--- config.mk ---
export PLATFORM = sky130hd
export DESIGN_NAME = mct_timer
export DESIGN_NICKNAME = d
export VERILOG_FILES = /design/src/mct_pkg.sv /design/src/mct_flag.sv /design/src/mct_count_clock.sv /design/src/mct_timer.sv
export SDC_FILE = /design/constraint.sdc
export NUM_CORES = 1
export LEC_CHECK = 0
export BUFFER_PORTS_ARGS = -buffer_cell sky130_fd_sc_hd__buf_2
export CORE_MARGIN = 2
export CORE_UTILIZATION = 60
export DETAILED_ROUTE_END_ITERATION = 6
export PLACE_DENSITY_LB_ADDON = 0.3
export SLEW_MARGIN = 20
export SYNTH_ARGS = -nofsm -noshare
export SYNTH_HDL_FRONTEND = slang
export SYNTH_HIERARCHICAL = 1
export SYNTH_SLANG_ARGS = --single-unit
--- constraint.sdc ---
create_clock -name ref_clk -period 4.8 [get_ports ref_clk]
set_input_delay 0.24 -clock ref_clk [delete_from_list [all_inputs] [get_ports ref_clk]]
set_output_delay 0.24 -clock ref_clk [all_outputs]
set_load 0.05 [all_outputs]
--- src/mct_pkg.sv ---
package mct_pkg;

  // Register word indices; byte address is four times the index
  localparam logic [31:0] IDX_CTRL1   = 32'hffff82c0;
  localparam logic [31:0] IDX_CTRL2   = 32'hffff82c6;
  localparam logic [31:0] IDX_CTRL3   = 32'hffff8206;
  localparam logic [31:0] IDX_CTRL4   = 32'hffff8207;
  localparam logic [31:0] IDX_CTRL5   = 32'hffff820c;
  localparam logic [31:0] IDX_STATUS  = 32'hffff8205;
  localparam logic [31:0] IDX_IRQ_EN  = 32'hffff8204;
  localparam logic [31:0] IDX_CNT4    = 32'hffff8300;
  localparam logic [31:0] IDX_GEN4A   = 32'hffff8301;
  localparam logic [31:0] IDX_CNT5    = 32'hffff8302;
  localparam logic [31:0] IDX_GEN5A   = 32'hffff8303;
  localparam logic [31:0] IDX_GEN5B   = 32'hffff8304;
  localparam logic [31:0] IDX_IOC4A   = 32'hffff8305;
  localparam logic [31:0] IDX_IOC5A   = 32'hffff8306;

  // Status bit positions
  localparam int BIT_C4A   = 3;
  localparam int BIT_WRAP5 = 2;
  localparam int BIT_C5B   = 1;
  localparam int BIT_C5A   = 0;

  // Field layouts and reset values
  localparam logic [7:0]  TCR_WMASK   = 8'h37;
  localparam logic [7:0]  TCR_RST     = 8'h00;
  localparam logic [3:0]  STATUS_RST  = 4'h0;
  localparam logic [3:0]  IRQ_EN_RST  = 4'h0;
  localparam logic [7:0]  IOC_RST     = 8'h00;
  localparam logic [15:0] CNT_RST     = 16'h0000;
  localparam logic [15:0] GR_RST      = 16'hffff;
  localparam logic [15:0] CNT_MAX     = 16'hffff;
  localparam logic [4:0]  PRESC_RST   = 5'h00;
  localparam int          IOC_A_LSB   = 0;
  localparam int          IOC_B_LSB   = 4;
  localparam int          NUM_CH      = 5;
  localparam int          NUM_DIV     = 6;

  localparam logic [1:0] EDGE_RISE = 2'h0;
  localparam logic [1:0] EDGE_FALL = 2'h1;
  localparam logic [1:0] EDGE_BOTH = 2'h2;
  localparam logic [1:0] EDGE_OFF  = 2'h3;
  localparam logic [2:0] SRC_EXTA  = 3'h6;
  localparam logic [2:0] SRC_EXTB  = 3'h7;

  typedef struct packed {
    logic [1:0] rsvdHi;
    logic [1:0] edgeSel;
    logic       rsvdMid;
    logic [2:0] srcSel;
  } mct_tcr_t;

  // Three-bit general register mode: msb set means capture
  typedef struct packed {
    logic       capture;
    logic [1:0] edgeSel;
  } mct_ioc_t;

  typedef enum logic [1:0] {
    BUS_IDLE = 2'b00,
    BUS_ACK  = 2'b01
  } mct_bus_state_t;

endpackage

--- src/mct_flag.sv ---
`timescale 1ns/1ps
`default_nettype none
module mct_flag (
  input  wire logic ref_clk,
  input  wire logic rstn,
  input  wire logic setEvt,
  input  wire logic readOne,
  input  wire logic writeZero,
  output logic      flag
);
  import mct_pkg::*;

  logic armReg;

  // arm only after reading a one
  always_ff @(posedge ref_clk)
  begin
    if (!rstn)
      armReg <= 1'b0;
    else if (!flag)
      armReg <= 1'b0;
    else if (readOne)
      armReg <= 1'b1;
  end

  always_ff @(posedge ref_clk)
  begin
    if (!rstn)
      flag <= 1'b0;
    else if (setEvt)
      flag <= 1'b1;
    else if (writeZero && armReg)
      flag <= 1'b0;
  end
endmodule // mct_flag
`default_nettype wire

--- src/mct_count_clock.sv ---
`timescale 1ns/1ps
`default_nettype none
module mct_count_clock (
  input  wire logic                          ref_clk,
  input  wire logic                          rstn,
  input  wire mct_pkg::mct_tcr_t             cfg,
  input  wire logic [mct_pkg::NUM_DIV-1:0]   prescTick,
  input  wire logic                          extA,
  input  wire logic                          extB,
  output logic                               tick
);
  import mct_pkg::*;

  logic extSel;
  logic extPrevReg;
  logic extRise;
  logic extFall;
  logic extTick;

  assign extSel  = (cfg.srcSel == SRC_EXTB) ? extB : extA;
  assign extRise = extSel && !extPrevReg;
  assign extFall = !extSel && extPrevReg;

  always_ff @(posedge ref_clk)
  begin
    if (!rstn)
      extPrevReg <= 1'b0;
    else
      extPrevReg <= extSel;
  end

  always_comb
  begin
    case (cfg.edgeSel)
      EDGE_RISE: extTick = extRise;
      EDGE_FALL: extTick = extFall;
      EDGE_BOTH: extTick = extRise || extFall;
      default:   extTick = 1'b0;
    endcase
  end

  // codes 110 and 111 use the pins
  always_comb
  begin
    if (cfg.srcSel[2:1] == 2'b11)
      tick = extTick;
    else
      tick = prescTick[cfg.srcSel];
  end
endmodule // mct_count_clock
`default_nettype wire

--- src/mct_timer.sv ---
`timescale 1ns/1ps
`default_nettype none
module mct_timer (
  input  wire logic        ref_clk,
  input  wire logic        rstn,
  input  wire logic [31:0] avs_address,
  input  wire logic        avs_read,
  input  wire logic        avs_write,
  input  wire logic [31:0] avs_writedata,
  input  wire logic [3:0]  avs_byteenable,
  output logic [31:0]      avs_readdata,
  output logic             avs_waitrequest,
  input  wire logic        extClockPinFirst,
  input  wire logic        extClockPinSecond,
  input  wire logic        capture4aPin,
  input  wire logic        capture5aPin,
  input  wire logic        capture5bPin,
  output logic [4:0]       countTick,
  output logic             irq
);
  import mct_pkg::*;

  mct_bus_state_t busState;
  logic           req;
  logic           accept;
  logic           wrDone;
  logic           rdDone;
  logic [31:0]    rdMux;
  logic           hit;

  mct_tcr_t       tcrReg [NUM_CH];
  logic [3:0]     irqEnReg;
  logic [3:0]     status;
  logic [7:0]     ioc4aReg;
  logic [7:0]     ioc5aReg;
  logic [15:0]    cnt4Reg;
  logic [15:0]    cnt5Reg;
  logic [15:0]    gr4aReg;
  logic [15:0]    gr5aReg;
  logic [15:0]    gr5bReg;
  logic [4:0]     prescReg;
  logic [NUM_DIV-1:0] prescTick;

  logic [1:0]     extAMeta;
  logic [1:0]     extBMeta;
  logic [2:0]     capMeta [3];
  logic [2:0]     capSync [3];
  logic [2:0]     capPrevReg;
  logic [2:0]     capHit;
  mct_ioc_t       mode [3];
  logic [2:0]     cmpHit;
  logic [3:0]     setEvt;
  logic [3:0]     readOne;
  logic           wrStatus;

  // Avalon slave: one wait cycle, then answer
  assign req             = avs_read || avs_write;
  assign accept          = (busState == BUS_ACK);
  assign avs_waitrequest = req && !accept;
  assign wrDone          = avs_write && accept && avs_byteenable[0];
  assign rdDone          = avs_read && accept;

  always_ff @(posedge ref_clk)
  begin
    if (!rstn)
      busState <= BUS_IDLE;
    else
      case (busState)
        BUS_IDLE: busState <= req ? BUS_ACK : BUS_IDLE;
        BUS_ACK:  busState <= BUS_IDLE;
        default:  busState <= BUS_IDLE;
      endcase
  end

  always_comb
  begin
    hit   = 1'b1;
    rdMux = 32'h0000_0000;
    case (avs_address)
      IDX_CTRL1:  rdMux[7:0] = tcrReg[0] & TCR_WMASK;
      IDX_CTRL2:  rdMux[7:0] = tcrReg[1] & TCR_WMASK;
      IDX_CTRL3:  rdMux[7:0] = tcrReg[2] & TCR_WMASK;
      IDX_CTRL4:  rdMux[7:0] = tcrReg[3] & TCR_WMASK;
      IDX_CTRL5:  rdMux[7:0] = tcrReg[4] & TCR_WMASK;
      IDX_STATUS: rdMux[3:0] = status;
      IDX_IRQ_EN: rdMux[3:0] = irqEnReg;
      IDX_IOC4A:  rdMux[7:0] = ioc4aReg;
      IDX_IOC5A:  rdMux[7:0] = ioc5aReg;
      IDX_CNT4:   rdMux[15:0] = cnt4Reg;
      IDX_CNT5:   rdMux[15:0] = cnt5Reg;
      IDX_GEN4A:  rdMux[15:0] = gr4aReg;
      IDX_GEN5A:  rdMux[15:0] = gr5aReg;
      IDX_GEN5B:  rdMux[15:0] = gr5bReg;
      default:    hit = 1'b0;
    endcase
  end

  // Read data latched in the wait cycle
  always_ff @(posedge ref_clk)
  begin
    if (!rstn)
      avs_readdata <= 32'h0000_0000;
    else if (avs_read && !accept)
      avs_readdata <= hit ? rdMux : 32'h0000_0000;
  end

  // Control and enable registers
  always_ff @(posedge ref_clk)
  begin
    if (!rstn)
    begin
      for (int i = 0; i < NUM_CH; i++)
        tcrReg[i] <= TCR_RST;
    end
    else if (wrDone)
    begin
      case (avs_address)
        IDX_CTRL1: tcrReg[0] <= avs_writedata[7:0] & TCR_WMASK;
        IDX_CTRL2: tcrReg[1] <= avs_writedata[7:0] & TCR_WMASK;
        IDX_CTRL3: tcrReg[2] <= avs_writedata[7:0] & TCR_WMASK;
        IDX_CTRL4: tcrReg[3] <= avs_writedata[7:0] & TCR_WMASK;
        IDX_CTRL5: tcrReg[4] <= avs_writedata[7:0] & TCR_WMASK;
        default:  ;
      endcase
    end
  end

  always_ff @(posedge ref_clk)
  begin
    if (!rstn)
    begin
      irqEnReg <= IRQ_EN_RST;
      ioc4aReg <= IOC_RST;
      ioc5aReg <= IOC_RST;
    end
    else if (wrDone)
    begin
      if (avs_address == IDX_IRQ_EN)
        irqEnReg <= avs_writedata[3:0];
      if (avs_address == IDX_IOC4A)
        ioc4aReg <= avs_writedata[7:0];
      if (avs_address == IDX_IOC5A)
        ioc5aReg <= avs_writedata[7:0];
    end
  end

  // Prescaler: tick k fires once every 2**k cycles
  always_ff @(posedge ref_clk)
  begin
    if (!rstn)
      prescReg <= PRESC_RST;
    else
      prescReg <= prescReg + 5'h01;
  end

  always_comb
  begin
    prescTick[0] = 1'b1;
    for (int k = 1; k < NUM_DIV; k++)
      prescTick[k] = &(prescReg | ~((5'h01 << k) - 5'h01));
  end

  // Pin synchronisers
  always_ff @(posedge ref_clk)
  begin
    if (!rstn)
    begin
      extAMeta <= 2'h0;
      extBMeta <= 2'h0;
    end
    else
    begin
      extAMeta <= {extAMeta[0], extClockPinFirst};
      extBMeta <= {extBMeta[0], extClockPinSecond};
    end
  end

  always_ff @(posedge ref_clk)
  begin
    if (!rstn)
    begin
      for (int i = 0; i < 3; i++)
        capMeta[i] <= 3'h0;
      capPrevReg <= 3'h0;
    end
    else
    begin
      capMeta[0] <= {capMeta[0][1:0], capture4aPin};
      capMeta[1] <= {capMeta[1][1:0], capture5aPin};
      capMeta[2] <= {capMeta[2][1:0], capture5bPin};
      capPrevReg <= {capMeta[2][1], capMeta[1][1], capMeta[0][1]};
    end
  end

  for (genvar c = 0; c < NUM_CH; c++)
  begin : g_clk
    mct_count_clock u_clk (
      .ref_clk   (ref_clk),
      .rstn      (rstn),
      .cfg       (tcrReg[c]),
      .prescTick (prescTick),
      .extA      (extAMeta[1]),
      .extB      (extBMeta[1]),
      .tick      (countTick[c])
    );
  end

  assign mode[0] = ioc4aReg[IOC_A_LSB +: 3];
  assign mode[1] = ioc5aReg[IOC_A_LSB +: 3];
  assign mode[2] = ioc5aReg[IOC_B_LSB +: 3];

  // Capture edge detect on the settled synchroniser stage
  always_comb
  begin
    for (int i = 0; i < 3; i++)
    begin
      capSync[i] = capMeta[i];
      case (mode[i].edgeSel)
        2'h1:    capHit[i] = capSync[i][1] && !capPrevReg[i];
        2'h2:    capHit[i] = !capSync[i][1] && capPrevReg[i];
        2'h3:    capHit[i] = capSync[i][1] != capPrevReg[i];
        default: capHit[i] = 1'b0;
      endcase
      capHit[i] = capHit[i] && mode[i].capture;
    end
  end

  // compare match on channel 4 general A and channel 5 general A and B
  assign cmpHit[0] = !mode[0].capture && (cnt4Reg == gr4aReg) && countTick[3];
  assign cmpHit[1] = !mode[1].capture && (cnt5Reg == gr5aReg) && countTick[4];
  assign cmpHit[2] = !mode[2].capture && (cnt5Reg == gr5bReg) && countTick[4];

  // Counters count on their channel tick
  always_ff @(posedge ref_clk)
  begin
    if (!rstn)
      cnt4Reg <= CNT_RST;
    else if (wrDone && avs_address == IDX_CNT4)
      cnt4Reg <= avs_writedata[15:0];
    else if (countTick[3])
      cnt4Reg <= cnt4Reg + 16'h0001;
  end

  always_ff @(posedge ref_clk)
  begin
    if (!rstn)
      cnt5Reg <= CNT_RST;
    else if (wrDone && avs_address == IDX_CNT5)
      cnt5Reg <= avs_writedata[15:0];
    else if (countTick[4])
      cnt5Reg <= cnt5Reg + 16'h0001;
  end

  // capture copies counter into general A or B
  // capture into channel 5 general A
  always_ff @(posedge ref_clk)
  begin
    if (!rstn)
    begin
      gr4aReg <= GR_RST;
      gr5aReg <= GR_RST;
      gr5bReg <= GR_RST;
    end
    else
    begin
      if (capHit[0])
        gr4aReg <= cnt4Reg;
      else if (wrDone && avs_address == IDX_GEN4A)
        gr4aReg <= avs_writedata[15:0];
      if (capHit[1])
        gr5aReg <= cnt5Reg;
      else if (wrDone && avs_address == IDX_GEN5A)
        gr5aReg <= avs_writedata[15:0];
      if (capHit[2])
        gr5bReg <= cnt5Reg;
      else if (wrDone && avs_address == IDX_GEN5B)
        gr5bReg <= avs_writedata[15:0];
    end
  end

  // Flag set sources
  // wrap from maximum to zero
  assign setEvt[BIT_C4A]   = capHit[0] || cmpHit[0];
  assign setEvt[BIT_WRAP5] = countTick[4] && (cnt5Reg == CNT_MAX);
  assign setEvt[BIT_C5B]   = capHit[2] || cmpHit[2];
  assign setEvt[BIT_C5A]   = capHit[1] || cmpHit[1];

  assign wrStatus = wrDone && (avs_address == IDX_STATUS);

  // same clear rule for bit 1
  // same clear rule for bit 0
  for (genvar b = 0; b < 4; b++)
  begin : g_flag
    assign readOne[b] = rdDone && (avs_address == IDX_STATUS) && avs_readdata[b];
    mct_flag u_flag (
      .ref_clk   (ref_clk),
      .rstn      (rstn),
      .setEvt    (setEvt[b]),
      .readOne   (readOne[b]),
      .writeZero (wrStatus && !avs_writedata[b]),
      .flag      (status[b])
    );
  end

  // enable gates each flag onto the interrupt
  assign irq = |(status & irqEnReg);
endmodule // mct_timer
`default_nettype wire

==> flow_summary.yaml, run 1 <==
run_status:
  status: "finished, violations left"
  violations: "design-rule violations"
floorplanning:
  die_area_um2: 17800
  core_area_um2: 16500
  row_count: 47
  dieWidth_um: 133
  start_util_pct: 61.0
  die_h_um: 133
  ios: 116
timing:
  worst_slew_pin_slew_ps: 1110
  max_freq_mhz: 280
  period_share_pct: 74.4
  skew_ps: 9.00
  fin_setup_tns_ps: 0
  final_max_slew_viol_count: 0
  fin_hold_ws_ps: 17.8
  hold_viol_final: 0
  min_period_ps: 3570
  rsz0062_at_grt: "false"
  setup-violations-final: 0
  maxSlewHeadroom_pct: 26.0
route:
  wl_um: 27600
  ant_nets: 0
  dr.pass1.iters: 7
  vias: 8488
  first_iter_violations: 1006
  drcViolationCount: 4
  wl_per_cell_um: 20.5
  via_per_inst: 6.31
grt:
  grt_usage_pct: 31.5
  grt_max_degree: 83
  grt_pass1_wl_um: 43500
  grt_overflow_total: 0
  antenna_found_initial: 1
  grt_pass1_vias: 7876
synth:
  ys_warn_count: 6
  post_synth_fa_ha_maj_area_fraction_pct: 1.99
  synthFlopType: "dfxtp_1"
  syn_area_um2: 10000
  synth_common_cells: "dfxtp_1 (148), nand2_1 (103), nor2_1 (79), mux2i_1 (58), clkbuf_1 (52)"
  syn_inst: 1070
  synth_area_leader_cell: "dfxtp_1"
  synth_mux_area_share_pct: 14.4
  synth.most_common_cell: "dfxtp_1"
  synth-compound-area-share_pct: 14.3
  synth-seq-cells: 173
  synth_edf_count: 25
  yosysSeqAreaShare_pct: 37.0
  ys_types: 68
  synthSimpleGateAreaFrac_pct: 19.8
  async_flop_share_pct: 0
  yosys.area.top_type_share_pct: 29.5
  yosys.area_share.xor_xnor_pct: 6.89
  synth_top_cells_by_area: "dfxtp_1 (30%), edfxtp_1 (7.5%), mux2i_1 (5.8%), mux2_2 (4.5%), xnor2_1 (4.0%)"
  synth_area_per_cell_um2: 9.38
  synth_top_family_by_area: "simple AND/OR/NAND/NOR gates"
critical_path:
  cp-end-kind: "register"
  worstPathArrival_ps: 3920
  critPathKind: "register to register"
  cp_max_fo: 11
  startpoint_type: "register"
  required_ps: 5150
clock_network:
  cts_tree: "built"
  worst_skew_pair.late_latency_ps: 440
  numCtsBuffers: 17
  cts.reportedPaths.clkPinSlew_ps: 70
  cts.repair.resized: 0
  cts_max_path_buffers: 2
  cts_root_buf: "clkbuf_16"
  h-tree-depth: 4
  cts.sinks: 173
cells_and_area:
  drive_gt1_share_pct: 18.8
  postLayoutCellArea_um2: 11100
  fin_nets: 1205
  area_delta_synth_final_pct: 10.1
power:
  cell_internal_pwr_w: 0.00240
  power_density_nw_per_um2: 290
  swShare_pct: 25.0
  pwr-share-comb_pct: 8.3
  leakage_nw: 3.98
  power_frac_seq_pct: 47.5
  peakVddDrop_mv: 0.242
  power_frac_clock_pct: 44.3
  power_switching_w: 0.000802
worst_hold_path:
  hp-class: "input pin to register"
job:
  drv_cap: 0
placed_design:
  gp_congestion: 0.932
  io_buffer_count: 80
  dpl-instance-area_um2: 10400
  dpl.hpwl_um: 19300
-- worst max-delay path, stage by stage (launching register included) --
cell and delay (ps):
dfxtp_1 500, ha_1 380, and3_1 350, ha_1 330, mux2i_1 110, a32oi_1 210
o211a_1 540, nand3_1 170, nor3_1 340, nand3_1 140, xor2_1 160, a211oi_1 230
-- metrics by stage --
step	instances	setup WS, ps	utilization [%]	total power [W]
floorplan	1089	1550	-	0.00173
global placement	1310	1300	63.3	0.00180
detailed placement	1310	1280	63.3	0.00181
CTS	1345	1240	67.1	0.00320
global route	1346	948	67.1	0.00328
finish	1346	1230	67.1	0.00320
-- layout make-up --
| class | count | area, um^2 |
|---|---|---|
| Fill cell | 1347 | 5410 |
| Timing Repair Buffer | 94 | 513 |
| Inverter | 25 | 93.8 |
| Tap cell | 220 | 275 |
| Multi-Input combinational cell | 801 | 5860 |
| Sequential cell | 173 | 3710 |
| Clock buffer | 18 | 429 |
| Clock inverter | 14 | 168 |
| Antenna cell | 1 | 2.50 |
-- cell usage in the layout, fill, tap and decap left out, types with 10 or more instances in the layout --
cell type and n:
mux2i_1 58, and3_1 15, buf_4 11, nand4_1 24
o21ai_0 28, a22oi_1 18, nand2_1 103, clkbuf_16 17
a211oi_1 38, a21oi_1 23, and2_1 31, xor2_1 33
nor2_1 79, edfxtp_1 25, o211a_1 11, conb_1 21
a211oi_2 10, nor3_1 12, o21ai_1 15, nand3_1 32
nor2b_1 25, dfxtp_1 148, ha_1 16, inv_1 24
xnor2_1 46, mux4_2 15, buf_2 80, mux2_2 40
-- kinds of logic (layout without fill, tap and decap cells) --
family | after synthesis | in the layout
AO/OA/AOI/OAI | 191 | 191
XOR/XNOR | 79 | 79
adder cells (fa/ha/maj) | 16 | 16
buffers and inverters | 115 | 151
flip-flops | 173 | 173
multiplexers | 118 | 118
other | 2 | 22
AND/OR/NAND/NOR | 376 | 376
-- metal layers --
layer  global-route usage, %  vias up  share of wire, %
met4                    8.98        0               2.6
li1                        -     3918                 -
met3                    6.85       59                11
met1                    43.9     4034                41
met2                    49.7      477                45
met5                       0        -                 0
-- state kept, by name, summed over array words and instances, names as in the netlist, 16 cells and up --
name          count
tcrReg           25
avs_readdata     16
gr4aReg          16
cnt4Reg          16
cnt5Reg          16
gr5bReg          16
gr5aReg          16
-- repair_timing --
| item | CTS | global route |
|---|---|---|
| hold endpoints to repair | 3 | 0 |
| hold buffers | 3 | 0 |
| setup endpoints to repair | 0 | 0 |
| buffers inserted | 0 | 0 |
-- power by group through the flow --
| stage | logic [W] | clock network [W] | registers [W] |
|---|---|---|---|
| 2_1_floorplan | 0.000192 | 0 | 0.00154 |
| 3_3_place_gp | 0.000251 | 0 | 0.00155 |
| 3_5_place_dp | 0.000256 | 0 | 0.00155 |
| 4_1_cts | 0.000261 | 0.00142 | 0.00152 |
| 5_1_grt | 0.000282 | 0.00147 | 0.00152 |
| 6_report | 0.000264 | 0.00142 | 0.00152 |
-- path summary, 6_finish.rpt --
path,start,cells after the start,slack (ps),endpoint
max,prescReg[0]$_SDFF_PN0_,11,1230,cnt4Reg[12]$_SDFFE_PN0P_
max reg2reg,prescReg[0]$_SDFF_PN0_,11,1230,cnt4Reg[12]$_SDFFE_PN0P_
min,capture5bPin,2,20,capMeta[0][6]$_SDFF_PN0_
min reg2reg,extBMeta[0]$_SDFF_PN0_,1,440,extBMeta[1]$_SDFF_PN0_
Power figures use the tool's default switching activity.
==> run 2: changes to the inputs <==
--- a/config.mk
+++ b/config.mk
@@ -7,7 +7,7 @@
 export LEC_CHECK = 0
 export BUFFER_PORTS_ARGS = -buffer_cell sky130_fd_sc_hd__buf_2
 export CORE_MARGIN = 2
-export CORE_UTILIZATION = 60
+export CORE_UTILIZATION = 59
 export DETAILED_ROUTE_END_ITERATION = 6
 export PLACE_DENSITY_LB_ADDON = 0.3
 export SLEW_MARGIN = 20
==> constraint.sdc (replaced) <==
create_clock -name ref_clk -period 3.35 [get_ports ref_clk]
set_input_delay 0.1675 -clock ref_clk [delete_from_list [all_inputs] [get_ports ref_clk]]
set_output_delay 0.1675 -clock ref_clk [all_outputs]
set_load 0.05 [all_outputs]
==> flow_summary.yaml, run 2 (synthesized netlist as in run 1, its figures left out) <==
cells_and_area:
  largest-register: "tcrReg"
  area_delta_synth_final_pct: 11.6
  layout_common_cells: "dfxtp_1 (148), nand2_1 (103), buf_2 (80)"
  instances_no_fill: 1369
  layout_commonest_cell: "dfxtp_1"
  finish.utilization_pct: 67.6
  largest_reg_flops: 25
  antennaDiodeCount: 0
  fin_nets: 1229
  drive_gt1_share_pct: 20.2
floorplanning:
  ios: 116
  row_count: 47
  core_area_um2: 16600
  die_h_um: 134
  die_area_um2: 18100
  dieWidth_um: 134
  start_util_pct: 60.5
clock_network:
  worst_skew_pair.late_latency_ps: 440
  cts_max_path_buffers: 2
  h-tree-depth: 4
  cts_root_buf: "clkbuf_16"
  cts.reportedPaths.clkPinSlew_ps: 60
  cts_tree: "built"
  numCtsBuffers: 17
  cts.sinks: 173
  post_cts_buffers: 0
critical_path:
  startpoint_type: "register"
  cp_max_fo: 8
  cp-end-kind: "register"
  reg2regPathDepth: 11
  cp-endpoint: "cnt4Reg[12]$_SDFFE_PN0P_"
  worstReg2RegEnd: "cnt4Reg[12]$_SDFFE_PN0P_"
  r2r-start: "tcrReg[0][17]$_DFFE_PP_"
  crit_start: "tcrReg[0][17]$_DFFE_PP_"
  reg2reg_slack_ps: 230
  required_ps: 3710
  critPathKind: "register to register"
  worstPathArrival_ps: 3480
timing:
  skew_ps: 6.83
  setup_ws_ps: 227
  period_share_pct: 93.2
  rsz0062_at_grt: "false"
  worst_slew_pin_slew_ps: 1070
  max_freq_mhz: 320
  min_period_ps: 3120
  setup-violations-final: 0
  hold_viol_final: 0
  maxSlewHeadroom_pct: 29.0
  fin_setup_tns_ps: 0
  final_max_slew_viol_count: 0
grt:
  antenna_found_initial: 0
  grt_overflow_total: 0
  grt_usage_pct: 30.8
  grt_pass1_vias: 7757
  grt_max_degree: 59
  grt_pass1_wl_um: 42600
route:
  vias: 8485
  wl_um: 27800
  via_per_inst: 6.20
  first_iter_violations: 920
  ant_nets: 0
  dr.pass1.iters: 5
  drcViolationCount: 0
  wl_per_cell_um: 20.3
placed_design:
  place_inst: 1332
  dpl.hpwl_um: 20100
  gp_congestion: 0.968
  io_buffer_count: 80
  pre_cts_ws_ps: 289
worst_hold_path:
  hp-class: "input pin to register"
power:
  leakage_nw: 4.08
  peakVddDrop_mv: 0.369
  power_w: 0.00450
  power_density_nw_per_um2: 402
run_status:
  status: "finished, final reports clean"
job:
  drv_cap: 0
[run 2: changes by cell type in the layout (fill, tap and decap cells not counted)]
| cell | delta |
|---|---|
| clkbuf_1 | +1 |
| diode_2 | -1 |
| dlygate4sd3_1 | +2 |
| clkinvlp_4 | +1 |
| inv_6 | -2 |
| clkinv_4 | -2 |
| clkbuf_8 | +1 |
| inv_4 | +1 |
| clkinv_1 | +1 |
| buf_4 | +22 |
| bufinv_16 | -1 |
[run 2: timing repair]
item / in CTS / in global routing
hold buffers: 5 / 0
gates resized for setup: 0 / 0
hold endpoints to repair: 5 / 0
[run 2: worst min-delay path by stage]
stage                       from  depth (start not counted)                                    to
2_1_floorplan               rstn                          1  g_clk[0].u_clk/extPrevReg$_SDFF_PN0_
3_3_place_gp        capture5aPin                          2              capMeta[0][3]$_SDFF_PN0_
3_5_place_dp    extClockPinFirst                          2                extAMeta[0]$_SDFF_PN0_
4_1_cts                avs_write                          3                busState[0]$_SDFF_PN0_
5_1_grt        avs_writedata[12]                          3              cnt4Reg[12]$_SDFFE_PN0P_
6_report               avs_write                          3                busState[0]$_SDFF_PN0_
[run 2: critical path, stage by stage (launching register included)]
cell and delay, ps:
edfxtp_1 470, nand3_1 150, mux2_2 350, ha_1 260, or2b_1 210, a21oi_1 140, o211a_1 440, nand3_1 150
nor3_1 320, nand3_1 140, xor2_1 160, a211oi_1 230
[run 2: routing by layer]
| metal | routed length (um) | track usage, % |
|---|---|---|
| met5 | 0 | 0 |
| met4 | 822 | 10.9 |
| met3 | 2630 | 7.06 |
| met2 | 12700 | 48.6 |
| met1 | 11700 | 41.8 |
[run 2: final cells by class]
type / instances / area (um^2)
clock buffers: 20 / 447
clock inverters: 12 / 120
fillers: 1308 / 5380
inverters: 25 / 93.8
multi-input cells: 801 / 5860
flip-flops and latches: 173 / 3710
well taps: 220 / 275
repair buffers: 118 / 698
[run 2: metrics by stage]
stage | hold WS, ps | area, um^2
after floorplan | 289 | 10100
final | 40.0 | 11200
after detailed placement | 378 | 10600
after global routing | 78.1 | 11200
after CTS | 40.1 | 11200
after global placement | 373 | 10600
[run 2: power by group]
group	switching (W)	total, W	internal [W]
clock	0.000827	0.00193	0.00111
sequential	0.0000407	0.00217	0.00213
combinational	0.000250	0.000393	0.000143
